===== src/logic/gcsm_regs.svh =====
// timing counts, counter sizes and synchroniser bit positions of the glitchless clock switchover mux
`ifndef GCSM_REGS_SVH
`define GCSM_REGS_SVH

// falling edges of the old clock followed before parking
`define GCSM_DRAIN_PULSES 4'h2
// rising edges of the new clock that end waiting on a stuck old clock
`define GCSM_STUCK_LIMIT 4'h3
// falling edges of the new clock with the output parked low
`define GCSM_PARK_EDGES 4'h2
// longest select-to-output delay, in input clock cycles
`define GCSM_SEL_TO_OUT_MAX 17
// saturation value of the edge counters
`define GCSM_COUNT_MAX 4'hF
// width of the edge counters
`define GCSM_COUNT_W 4
// number of asynchronous inputs passing the synchroniser
`define GCSM_SYNC_W 6
// synchroniser bit positions
`define GCSM_SYNC_A 0
`define GCSM_SYNC_B 1
`define GCSM_SYNC_SEL 2
`define GCSM_SYNC_LOW_A 3
`define GCSM_SYNC_LOW_B 4
`define GCSM_SYNC_STRAP 5

`endif


===== src/logic/gcsm_pkg.sv =====
// types shared by the glitchless clock switchover mux
package gcsm_pkg;

    typedef enum logic [2:0] {
        GCSM_FOLLOW = 3'h1,
        GCSM_DRAIN  = 3'h2,
        GCSM_PARK   = 3'h4
    } gcsm_state_type;

    typedef enum logic {
        GCSM_SRC_A = 1'h0,
        GCSM_SRC_B = 1'h1
    } gcsm_src_type;

endpackage


===== src/logic/gcsm_edge_counter.sv =====
// saturating event counter with synchronous clear
`timescale 1ns/1ns
`include "gcsm_regs.svh"

module gcsm_edge_counter (
    input wire logic core_clk_i,
    input wire logic sys_rst_i,
    input wire logic clear_i,
    input wire logic event_i,
    output logic [`GCSM_COUNT_W-1:0] count_o
);

    logic [`GCSM_COUNT_W-1:0] count_ff;

    // clear wins so a fresh stage never inherits an edge of the old one
    always_ff @(posedge core_clk_i) begin
        if (sys_rst_i || clear_i) begin
            count_ff <= '0;
        end else if (event_i && count_ff != `GCSM_COUNT_MAX) begin
            count_ff <= count_ff + 4'h1;
        end
    end

    assign count_o = count_ff;

endmodule


===== src/logic/gcsm_mux.sv =====
// glitchless two-input clock switchover mux, sampled in the core clock
`timescale 1ns/1ns
`include "gcsm_regs.svh"

module gcsm_mux (
    input wire logic core_clk_i,
    input wire logic sys_rst_i,
    input wire logic clock_input_a_i,
    input wire logic clock_input_b_i,
    input wire logic select_i,
    input wire logic startup_delay_cap_pin_i,
    input wire logic low_swing_hold_a_i,
    input wire logic low_swing_hold_b_i,
    output logic active_clock_o,
    output gcsm_pkg::gcsm_src_type active_source_o,
    output logic switching_o,
    output logic short_cycle_suppressor_on_o
);
    import gcsm_pkg::*;

    // picks the level of one source; both inputs share this path
    function automatic logic pick_level(input gcsm_src_type src,
                                        input logic lvl_a,
                                        input logic lvl_b);
        pick_level = (src == GCSM_SRC_B) ? lvl_b : lvl_a;
    endfunction

    function automatic logic pick_edge(input gcsm_src_type src,
                                       input logic edge_a,
                                       input logic edge_b);
        pick_edge = (src == GCSM_SRC_B) ? edge_b : edge_a;
    endfunction

    logic [`GCSM_SYNC_W-1:0] meta_ff;
    logic [`GCSM_SYNC_W-1:0] sync_ff;
    logic held_a_ff;
    logic held_b_ff;
    logic prev_a_ff;
    logic prev_b_ff;
    logic supp_en_ff;
    gcsm_state_type state_ff;
    gcsm_state_type nxt_state;
    gcsm_src_type cur_src_ff;
    gcsm_src_type nxt_cur_src;
    logic out_ff;
    logic nxt_out;
    logic switching_ff;
    gcsm_src_type sel_src;
    gcsm_src_type new_src;
    logic rise_a;
    logic rise_b;
    logic fall_a;
    logic fall_b;
    logic old_level;
    logic new_level;
    logic old_fall;
    logic new_rise;
    logic new_fall;
    logic go_park;
    logic go_follow;
    logic clear_old;
    logic clear_new;
    logic event_new;
    logic [`GCSM_COUNT_W-1:0] old_cnt;
    logic [`GCSM_COUNT_W-1:0] new_cnt;

    // every pin but the reset is asynchronous to the core clock; the first stage feeds
    // only the second so no logic ever sees a metastable level
    always_ff @(posedge core_clk_i) begin
        meta_ff <= {startup_delay_cap_pin_i, low_swing_hold_b_i,
                    low_swing_hold_a_i, select_i,
                    clock_input_b_i, clock_input_a_i};
        sync_ff <= meta_ff;
    end

    // last valid level of each input, frozen while its swing is too low
    always_ff @(posedge core_clk_i) begin
        if (sys_rst_i) begin
            held_a_ff <= 1'h0;
            held_b_ff <= 1'h0;
        end else begin
            if (!sync_ff[`GCSM_SYNC_LOW_A]) begin
                held_a_ff <= sync_ff[`GCSM_SYNC_A];
            end
            if (!sync_ff[`GCSM_SYNC_LOW_B]) begin
                held_b_ff <= sync_ff[`GCSM_SYNC_B];
            end
        end
    end

    always_ff @(posedge core_clk_i) begin
        if (sys_rst_i) begin
            prev_a_ff <= 1'h0;
            prev_b_ff <= 1'h0;
        end else begin
            prev_a_ff <= held_a_ff;
            prev_b_ff <= held_b_ff;
        end
    end

    assign rise_a = held_a_ff & ~prev_a_ff;
    assign rise_b = held_b_ff & ~prev_b_ff;
    assign fall_a = ~held_a_ff & prev_a_ff;
    assign fall_b = ~held_b_ff & prev_b_ff;

    // the strap is caught while reset is held; the reset must therefore
    // last at least three core clock edges to fill the synchroniser
    always_ff @(posedge core_clk_i) begin
        if (sys_rst_i) begin
            supp_en_ff <= ~sync_ff[`GCSM_SYNC_STRAP];
        end
    end

    assign sel_src = sync_ff[`GCSM_SYNC_SEL] ? GCSM_SRC_B : GCSM_SRC_A;
    assign new_src = (cur_src_ff == GCSM_SRC_A) ? GCSM_SRC_B : GCSM_SRC_A;
    assign old_level = pick_level(cur_src_ff, held_a_ff, held_b_ff);
    assign new_level = pick_level(new_src, held_a_ff, held_b_ff);
    assign old_fall = pick_edge(cur_src_ff, fall_a, fall_b);
    assign new_rise = pick_edge(new_src, rise_a, rise_b);
    assign new_fall = pick_edge(new_src, fall_a, fall_b);

    // leave the old clock on its own falling edge, or, when it is stuck,
    // on a falling edge of the new one so the last high pulse is long
    assign go_park = (state_ff == GCSM_DRAIN) &&
        ((old_fall && old_cnt == `GCSM_DRAIN_PULSES - 4'h1) ||
         (new_fall && new_cnt >= `GCSM_STUCK_LIMIT));
    // hand over right after a new falling edge, while the new clock is low
    assign go_follow = (state_ff == GCSM_PARK) && new_fall &&
        (new_cnt == `GCSM_PARK_EDGES - 4'h1);

    assign clear_old = (state_ff == GCSM_FOLLOW);
    assign clear_new = (state_ff == GCSM_FOLLOW) || go_park;
    assign event_new = (state_ff == GCSM_DRAIN) ? new_rise :
                       (state_ff == GCSM_PARK) ? new_fall : 1'h0;

    gcsm_edge_counter u_old_counter (
        .core_clk_i (core_clk_i),
        .sys_rst_i (sys_rst_i),
        .clear_i (clear_old),
        .event_i (old_fall && state_ff == GCSM_DRAIN),
        .count_o (old_cnt)
    );

    gcsm_edge_counter u_new_counter (
        .core_clk_i (core_clk_i),
        .sys_rst_i (sys_rst_i),
        .clear_i (clear_new),
        .event_i (event_new),
        .count_o (new_cnt)
    );

    // handover sequencing and output level
    always_comb begin
        nxt_state = state_ff;
        nxt_cur_src = cur_src_ff;
        nxt_out = old_level;
        case (state_ff)
            GCSM_FOLLOW: begin
                if (sel_src != cur_src_ff) begin
                    if (supp_en_ff) begin
                        nxt_state = GCSM_DRAIN;
                    end else begin
                        nxt_cur_src = sel_src;
                        nxt_out = pick_level(sel_src, held_a_ff,
                                             held_b_ff);
                    end
                end
            end
            GCSM_DRAIN: begin
                if (go_park) begin
                    nxt_state = GCSM_PARK;
                    nxt_out = 1'h0;
                end else begin
                    nxt_out = old_level;
                end
            end
            GCSM_PARK: begin
                if (go_follow) begin
                    nxt_state = GCSM_FOLLOW;
                    nxt_cur_src = new_src;
                    nxt_out = new_level;
                end else begin
                    nxt_out = 1'h0;
                end
            end
            default: begin
                nxt_state = GCSM_FOLLOW;
                nxt_out = 1'h0;
            end
        endcase
    end

    // a select change during a handover is seen only once it completes,
    // which keeps each handover whole at the cost of some extra latency
    always_ff @(posedge core_clk_i) begin
        if (sys_rst_i) begin
            state_ff <= GCSM_FOLLOW;
        end else begin
            state_ff <= nxt_state;
        end
    end

    // the source already selected at reset is taken without a handover
    always_ff @(posedge core_clk_i) begin
        if (sys_rst_i) begin
            cur_src_ff <= sel_src;
        end else begin
            cur_src_ff <= nxt_cur_src;
        end
    end

    always_ff @(posedge core_clk_i) begin
        if (sys_rst_i) begin
            out_ff <= 1'h0;
        end else begin
            out_ff <= nxt_out;
        end
    end

    always_ff @(posedge core_clk_i) begin
        if (sys_rst_i) begin
            switching_ff <= 1'h0;
        end else begin
            switching_ff <= (nxt_state != GCSM_FOLLOW);
        end
    end

    assign active_clock_o = out_ff;
    assign active_source_o = cur_src_ff;
    assign switching_o = switching_ff;
    assign short_cycle_suppressor_on_o = supp_en_ff;

endmodule


===== config.mk =====
export PLATFORM = sky130hd
export DESIGN_NAME = gcsm_mux
export DESIGN_NICKNAME = d
export VERILOG_FILES = /design/src/logic/gcsm_pkg.sv /design/src/logic/gcsm_edge_counter.sv /design/src/logic/gcsm_mux.sv
export VERILOG_INCLUDE_DIRS = /design/src /design/src/logic
export SDC_FILE = /design/constraint.sdc
export NUM_CORES = 1
export LEC_CHECK = 0
export ABC_AREA = 0
export BUFFER_PORTS_ARGS = -buffer_cell sky130_fd_sc_hd__buf_2
export CORE_MARGIN = 3
export CORE_UTILIZATION = 40
export CTS_BUF_LIST = sky130_fd_sc_hd__clkbuf_4
export CTS_CLUSTER_SIZE = 8
export DETAILED_ROUTE_END_ITERATION = 10
export HOLD_SLACK_MARGIN = 0.12
export SYNTH_ARGS = -nofsm -noshare
export SYNTH_HDL_FRONTEND = slang
export SYNTH_SLANG_ARGS = --single-unit

===== constraint.sdc =====
create_clock -name core_clk_i -period 3.1 [get_ports core_clk_i]
set_input_delay 0.62 -clock core_clk_i [delete_from_list [all_inputs] [get_ports core_clk_i]]
set_output_delay 0.62 -clock core_clk_i [all_outputs]
set_load 0.005 [all_outputs]

Word level (Yosys, flattened, before mapping) --
Index checks and enable logic that the tools add are counted. Widths: inputs -> output; s select.
Operators by class: add/subtract/negate cells 2, order comparisons 1, equal/unequal tests 12, muxes and demuxes 25, bitwise operators 9, reduce and logical (&&, ||, !) cells 14
Operator list (count):
- $mux 1 | 18
- $mux 3 | 4
- $ne 3x3->1 const B | 3
- $pmux 3 s3 | 1
- $add 4x1->4 const B | 2
- $eq 4x1->1 const B | 2
- $logic_and 1x1->1 | 8
- $ne 4x4->1 const B | 2
- $not 1->1 | 5
- $and 1x1->1 | 4
- $ge 4x2->1 const B | 1
- $logic_or 1x1->1 | 4
- $reduce_and 4->1 | 1
- $eq 3x1->1 const B | 1
- $eq 3x2->1 const B | 1
- $eq 3x3->1 const B | 1
- $ne 3x1->1 const B | 1
- $pmux 1 s3 | 1
- $reduce_bool 3->1 | 1
- $pmux 1 s2 | 1
- $ne 1x1->1 | 1
Storage, ports and cells: bits in registers 31, input bits 8, output and inout bits 4, logic and storage cells 76

Longest topological paths before layout --
Gate-level depths: netlist (run 1).
depth in word-level cells 9, depth in mapped cells 6, depth with buffers taken out 6

Hierarchy --
Synthesis (run 1) repeated with hierarchy kept, for this count alone.
Second synthesis, totals: cells, all modules 123, area, all modules 1280.0 µm²
Modules (own cells, without submodules):
- gcsm_mux | times used 1, cells an instance 81, area an instance 859.6 µm², sequential area each 480.5 µm²
- gcsm_edge_counter | times used 2, cells an instance 21, area an instance 210.2 µm², sequential area each 80.1 µm²

Least setup slack after synthesis (run 1) --
OpenSTA, ideal clock, no wires.
path type register -> register, start register cur_src_ff (netlist: active_source_o), end register cur_src_ff (netlist: active_source_o) (enable), setup time 0.291 ns, arrival time 1.726 ns, required time 2.809 ns, setup slack 1.083 ns, cell stages (with the launch flop) 7, path buffers 1, clock period less this slack 2.017 ns, cells stage by stage edfxtp_1 -> buf_2 -> nor3b_1 -> a31oi_1 -> or4b_2 -> nor2_1 -> or3_1
On the way: longest elaborated chain between the ends 5, elaborated cells between the ends (all ways) 7, classes of those cells 3 x eq/ne; 1 x mux; 3 x reduce/logical
Ends and longest elaborated chain:
- start, declared | RTL line gcsm_mux.sv:43 | gcsm_src_type cur_src_ff;
- start signal, assigned | RTL line gcsm_mux.sv:206 | cur_src_ff <= sel_src;
- start signal, assigned | RTL line gcsm_mux.sv:208 | cur_src_ff <= nxt_cur_src;
- $mux 1 | RTL line gcsm_mux.sv:31 | pick_edge = (src == GCSM_SRC_B) ? edge_b : edge_a;
- $logic_and 1x1->1 (2 in a row) | RTL line gcsm_mux.sv:128 | assign go_follow = (state_ff == GCSM_PARK) && new_fall &&
- $ne 3x3->1 (no source line)
- $reduce_and 4->1 (no source line) (*)
Mark *: on every way between the ends. The rest lies on a longest branch, timed or not. A chain may end at the register's enable or synchronous reset.

Worst setup path after layout (run 1) --
Same ends and word-level chain as after synthesis.

==> impl_results.md, run 1 <==
* Status: finished, final reports clean
* Layout net count at 151
* Final Skew at 6.839 ps
* WS Path Type: reg2reg
* Commonest non-fill, non-tap cell in the layout: dfxtp_1
* # port buffers at 11
* First-pass GRT wire length at 3.739 mm
* Leakage at 0.5116 nW
* CP max FO at 11
* # hold bufs at CTS at 0
* Commonest non-fill, non-tap cells in the layout: dfxtp_1 (29), nor2_1 (16), buf_2 (11)
* Syn. warnings at 0
* Dpl hpwl at 1.628 mm
* CP startpoint kind: flip-flop
* Clk slew on worst S/H paths at approximately 100 ps
* Vias in the first global route at 882
* GR Overflow Total at 0
* Area grow syn2layout at 11.11%
* Core area at between 2000 and 3000 um2
* Layout cells sized above 1 at between 10% and 20%
* HP Class: reg2reg
* Crit path DAT at 2250 ps
* Setup slack, reg-to-reg at between 900 and 1000 ps
* Detail Route Antenna Nets at 0
* DRT Wirelength at 2.218 mm
* Slew @ Worst Pin at about 570 ps
* Via count at 925
* Mapped Area at 1239 um2
* Post-CTS Setup Inserts at 0
* Initial antenna violation count at 0
* PwrDens at 509.9 nW/um2
* Max Fclk at 456.9 MHz
* Worst-skew pair later-pin latency at 320 ps
* Vias per cell at 5.409
* Seq cells post-synth at 31
* Diodes inserted at 0
* Ports at 12
* Fin util at 48.25%
* Final Cycle Share at 70.60%
* Clock root cell: clkbuf_4
* Synth Instances at 123
* Slew HR at 61.30%
* Final hold viol count at 0
* CTS tree: done
* # rows at 19
* Die Width at 61.65 um
* # Max-Cap Violations at 0
* Sequential share of the synthesized area at a little over 50%
* Clock Sinks at 31
* DR iter-0 viols at 21
* CP Capture Type: flip-flop
* Count of different cell masters after synthesis at 39
* Post-layout minimum cycle time at around 2200 ps
* Drt drc at 0
* PostCTS Resize Cnt at 0
* Mean Syn Cell Area at between 10 and 15 um2
* Pin count of the biggest net entering global routing at 13
* H-Tree Depth at 2
* Initial Utilization at 43.42%
* RSZ-0062 raised after global routing: no
* Sum Neg Setup Slack at 0 ps
* Finished Layout Cells at 171
* Synth Net Count at 135
* Floorplan die height at ~62 um
* Number of buffers created by CTS at 5
* Placer Congestion at 0.7998
* Initial DRT Pass Iterations at 4
* Die area at 3801 um2
* CP required at 3160 ps
* Final setup viols at 0
* Worst VDD drop at 342.1 uV
* GRT Resource Usage Total at between 10% and 20%
* Cell total after placement at 163
* Max-slew violation count at 0
* WL/cell at 12.97 um
* Clock Tree Buf Depth at 2
## layer usage
| layer | routed length [um] | global-route usage [%] | up-vias |
|---|---|---|---|
| met3 | 98 | 5.660 | 6 |
| met1 | 1033 | 16.03 | 430 |
| met5 | 0 | 0 | - |
| li1 | - | - | 477 |
| met2 | 1033 | 21.67 | 12 |
| met4 | 52 | 7.273 | 0 |
## per-stage QoR
stage	worst slack [ps]	hold slack (ps)	power, mW	cell area [um2]
final	911.4	332.8	0.7018	1376
after CTS	925.8	335.2	0.7131	1376
after global placement	993.8	310.6	0.4941	1324
after floorplan	1083	309.6	0.4776	1239
after detailed placement	938.0	314.6	0.4966	1324
after global routing	798.7	340.2	0.7364	1376
## flip-flops by register name, summed over array words and instances, names as in the netlist
| name | count |
|---|---|
| meta_ff | 6 |
| sync_ff | 6 |
| u_new_counter.count_o | 4 |
| u_old_counter.count_o | 4 |
| state_ff | 3 |
| active_clock_o | 1 |
| active_source_o | 1 |
| held_a_ff | 1 |
| held_b_ff | 1 |
| prev_a_ff | 1 |
| prev_b_ff | 1 |
| short_cycle_suppressor_on_o | 1 |
| switching_o | 1 |
## logic make-up after synthesis
group,count (synthesis),synth area share (%)
simple gates,47,21.41
mux,6,4.849
xor+xnor,4,2.829
compound gates,24,12.93
fa+ha+maj,4,4.041
buf+inv,7,2.222
flops,31,51.72
## cell type report
| class | instances | area [um2] |
|---|---|---|
| inverter | 5 | 18.77 |
| timing repair buffer | 11 | 55.05 |
| tap | 31 | 38.79 |
| clock buffer | 5 | 37.54 |
| fill | 288 | 1476 |
| clock inverter | 3 | 15.01 |
| multi-input combinational | 85 | 570.5 |
| sequential | 31 | 640.6 |
## cells in the mapped netlist
cell	instances	area, um2
o22ai_1	1	6.260
or4b_2	1	10.01
edfxtp_1	2	60.06
o21ai_0	5	25.02
inv_1	5	18.77
o21a_1	1	7.510
and3b_1	1	8.760
nand3b_1	1	7.510
o31ai_1	1	7.510
buf_2	1	5.000
a21o_1	1	7.510
xor2_1	2	17.52
dfxtp_1	29	580.6
nand2_1	4	15.01
o211ai_1	3	22.52
o31a_1	1	8.760
and3_1	1	6.260
nor4b_1	1	8.760
a21oi_1	5	25.02
nor3b_1	3	22.52
a22oi_1	1	7.510
nand2b_1	5	31.28
mux2i_1	6	60.06
or2_2	1	6.260
o32a_1	2	20.02
clkbuf_1	1	3.750
nand4_1	1	6.260
nor3b_2	1	12.51
nor3_1	2	10.01
ha_1	4	50.05
nand3_1	3	15.01
or3b_4	1	11.26
or3b_2	1	8.760
a31oi_1	1	6.260
nor2_1	16	60.06
xnor2_1	2	17.52
or3_1	4	25.02
o32ai_1	1	8.760
a211oi_1	1	7.510
## worst max-delay path, stage by stage, from the launching register on
cell	delay, ps
edfxtp_1	560
nor3b_1	230
a31oi_1	110
or4b_2	670
nor2_1	200
or3_1	150
## path summary, 6_finish.rpt
| kind | from | to | cells after the start |
|---|---|---|---|
| hold / removal | meta_ff[4] | sync_ff[4] | 0 |
| setup / recovery | active_source_o | active_source_o | 5 |
| setup reg to reg | active_source_o | active_source_o | 5 |
| hold reg to reg | meta_ff[4] | sync_ff[4] | 0 |
## power by group
group          internal (mW)  switching, mW
registers              0.421         0.0150
clock network         0.0829          0.132
logic                 0.0240         0.0275
total                  0.528          0.174
Power figures use the tool's default switching activity.
==> inputs of run 2 (changes only) <==
Clock period 3.1 ns to 2.1 ns, I/O delays scaled along.
==> run 2 against run 1 <==
  * Via count increased by 1.4%
  * Utilization increased by 0.35 points
  * Hold slack got worse by 150 ps
  * Sequential power increased by 47%
  * Clock-buffer cell count unchanged
  * Sequential cell count unchanged
  * First-iteration DRC count increased by 14%
  * Clock power increased by 51%
  * Sequential share of layout area decreased by 0.34 points
  * Critical endpoint unchanged
==> impl_results.md, run 2 (synthesized netlist as in run 1, its figures left out) <==
* Crit path depth at 5 (unchanged)
* Max-slew violation count at 0 (unchanged)
* Leakage at 0.5163 nW (+0.93%)
* Vias in the first global route at 929 (+5.3%)
* Final Cycle Share at 91.70% (+21 points)
* Layout net count at 152 (+0.66%)
* Finished Layout Cells at 172 (+0.58%)
* Post-layout minimum cycle time at 1926 ps (-262.8 ps)
* Floorplan die height at 61.65 um (unchanged)
* Clock Sinks at 31 (unchanged)
* Worst VDD drop at 471.5 uV (+38%)
* Diodes inserted at 0 (unchanged)
* DRT Wirelength at 2.209 mm (-0.41%)
* # rows at 19 (unchanged)
* Initial Utilization at 43.42% (unchanged)
* WL/cell at 12.84 um (-0.98%)
* Max Fclk at 519.3 MHz (+14%)
* Core area at 2853 um2 (unchanged)
* Vias per cell at 5.453 (+0.82%)
* RSZ-0062 raised after global routing: no
* Setup slack, reg-to-reg at 170 ps (-740 ps)
* Clock root cell: clkbuf_4
* Die area at 3801 um2 (unchanged)
* Final hold viol count at 0 (unchanged)
* Reg2reg path depth at 5 (unchanged)
* CTS tree: done
* Post-CTS Setup Inserts at 0 (unchanged)
* Ports at 12 (unchanged)
* Slowest-stage cell, CP: or4b_2
* Detail Route Antenna Nets at 0 (unchanged)
* Dpl hpwl at 1.622 mm (-0.38%)
* # Max-Cap Violations at 0 (unchanged)
* Cell total after placement at 164 (+0.61%)
* Endpoint, Worst Hold: meta_ff[0]
* FF-to-FF Start: active_source_o
* Initial antenna violation count at 0 (unchanged)
* Pin count of the biggest net entering global routing at 13 (unchanged)
* Layout cells sized above 1 at 17.02% (+1.3 points)
* Status: finished, final reports clean
* Number of buffers created by CTS at 5 (unchanged)
* Via count at 938 (+1.4%)
* # port buffers at 11 (unchanged)
* Total power at 1.045 mW (+49%)
* First-pass GRT wire length at 3.967 mm (+6.1%)
* PwrDens at 753.8 nW/um2 (+48%)
* HP Class: in2reg
* Crit path cell chain: nor3b_1 -> a31oi_1 -> or4b_2 -> nor2_2 -> or3_1
* Die Width at 61.65 um (unchanged)
* Commonest non-fill, non-tap cells in the layout: dfxtp_1 (29), nor2_1 (15), buf_2 (11)
* H-Tree Depth at 2 (unchanged)
* Slew @ Worst Pin at 549.9 ps (-24.49 ps)
* Worst hold path depth at 1 (+1)
* Placer Congestion at 0.8043 (+0.56%)
* Critical path's largest stage delay at 680 ps (about the same)
* WS Path Type: reg2reg
* DR iter-0 viols at 24 (+14%)
* Clock Tree Buf Depth at 2 (unchanged)
* Slew HR at 62.95% (+1.7 points)
* Worst R2R End: active_source_o
* Biggest regs: meta_ff: 6 flops, sync_ff: 6 flops
* Initial DRT Pass Iterations at 4 (unchanged)
* CP Capture Type: flip-flop
* Clk slew on worst S/H paths at 100 ps (about the same)
* Drt drc at 0 (unchanged)
* CP required at 2170 ps (-990 ps)
* Fin Hold WS at 184.4 ps (-148.4 ps)
* Commonest non-fill, non-tap cell in the layout: dfxtp_1
* Final Skew at 10.38 ps (+3.541 ps)
* Sum Neg Setup Slack at 0 ps (unchanged)
* GR Overflow Total at 0 (unchanged)
* CP Buf/Inv Count at 0 (unchanged)
* Final setup viols at 0 (unchanged)
* Worst-skew pair later-pin latency at 330 ps (about the same)
* Placed instance area at 1331 um2 (+0.57%)
* CP startpoint kind: flip-flop
* Final instance area at 1386 um2 (+0.73%)
* GRT Resource Usage Total at 14.67% (+0.87 points)
* Crit path max-delay family: simple AND/OR/NAND/NOR gates
* Crit path DAT at 1990 ps (-260 ps)
* Hold_sp: clock_input_a_i
* Area grow syn2layout at 11.92%
* CP max FO at 5 (-6)
## run 2: cell count changes in the layout (fill, tap and decap cells not counted), sizes merged
cell / change
buf: +1
## run 2: final cells by class
class                           instances  area [um2]
Clock buffer                            5       37.54
Multi-Input combinational cell         85       573.1
Sequential cell                        31       640.6
Inverter                                5       18.77
Timing Repair Buffer                   12       62.56
Tap cell                               31       38.79
Clock inverter                          3       15.01
Fill cell                             280        1466
## run 2: per-stage QoR
step           utilization [%]  setup WS, ps
6_report                 48.60         174.2
3_3_place_gp             46.67         203.4
3_5_place_dp             46.67         150.5
4_1_cts                  48.51         139.3
5_1_grt                  48.60         39.93
2_1_floorplan                -         83.41
## run 2: what timing repair did
action,in CTS,in global routing
gates resized for setup,0,1
hold endpoints to repair,0,0
setup endpoints to repair,0,1
hold buffers,0,0
## run 2: report_power, final
| group | switching, mW | total [mW] | internal [mW] |
|---|---|---|---|
| clock | 0.201 | 0.324 | 0.122 |
| combinational | 0.0453 | 0.0827 | 0.0374 |
| sequential | 0.0180 | 0.639 | 0.621 |
## run 2: worst max-delay path by stage
| stage | start | endpoint | slack (ps) |
|---|---|---|---|
| after floorplan | active_source_o | active_source_o | 80 |
| after global placement | active_source_o | active_source_o | 200 |
| after detailed placement | active_source_o | active_source_o | 150 |
| after CTS | active_source_o | active_source_o | 140 |
| after global routing | active_source_o | active_source_o | 40 |
| final | active_source_o | active_source_o | 170 |
## run 2: layer usage
layer | vias up | global-route usage [%] | share of wire [%]
met1 | 439 | 17.72 | 47
met4 | 0 | 7.273 | 1.9
met3 | 5 | 6.918 | 5.6
li1 | 474 | - | -
met5 | - | 0 | 0
met2 | 20 | 21.82 | 46
## run 2: worst register-to-register path, cell delays in order, from the launching register on
cell	delay (ps)
edfxtp_1	390
nor3b_1	200
a31oi_1	110
or4b_2	680
nor2_2	150
or3_1	130
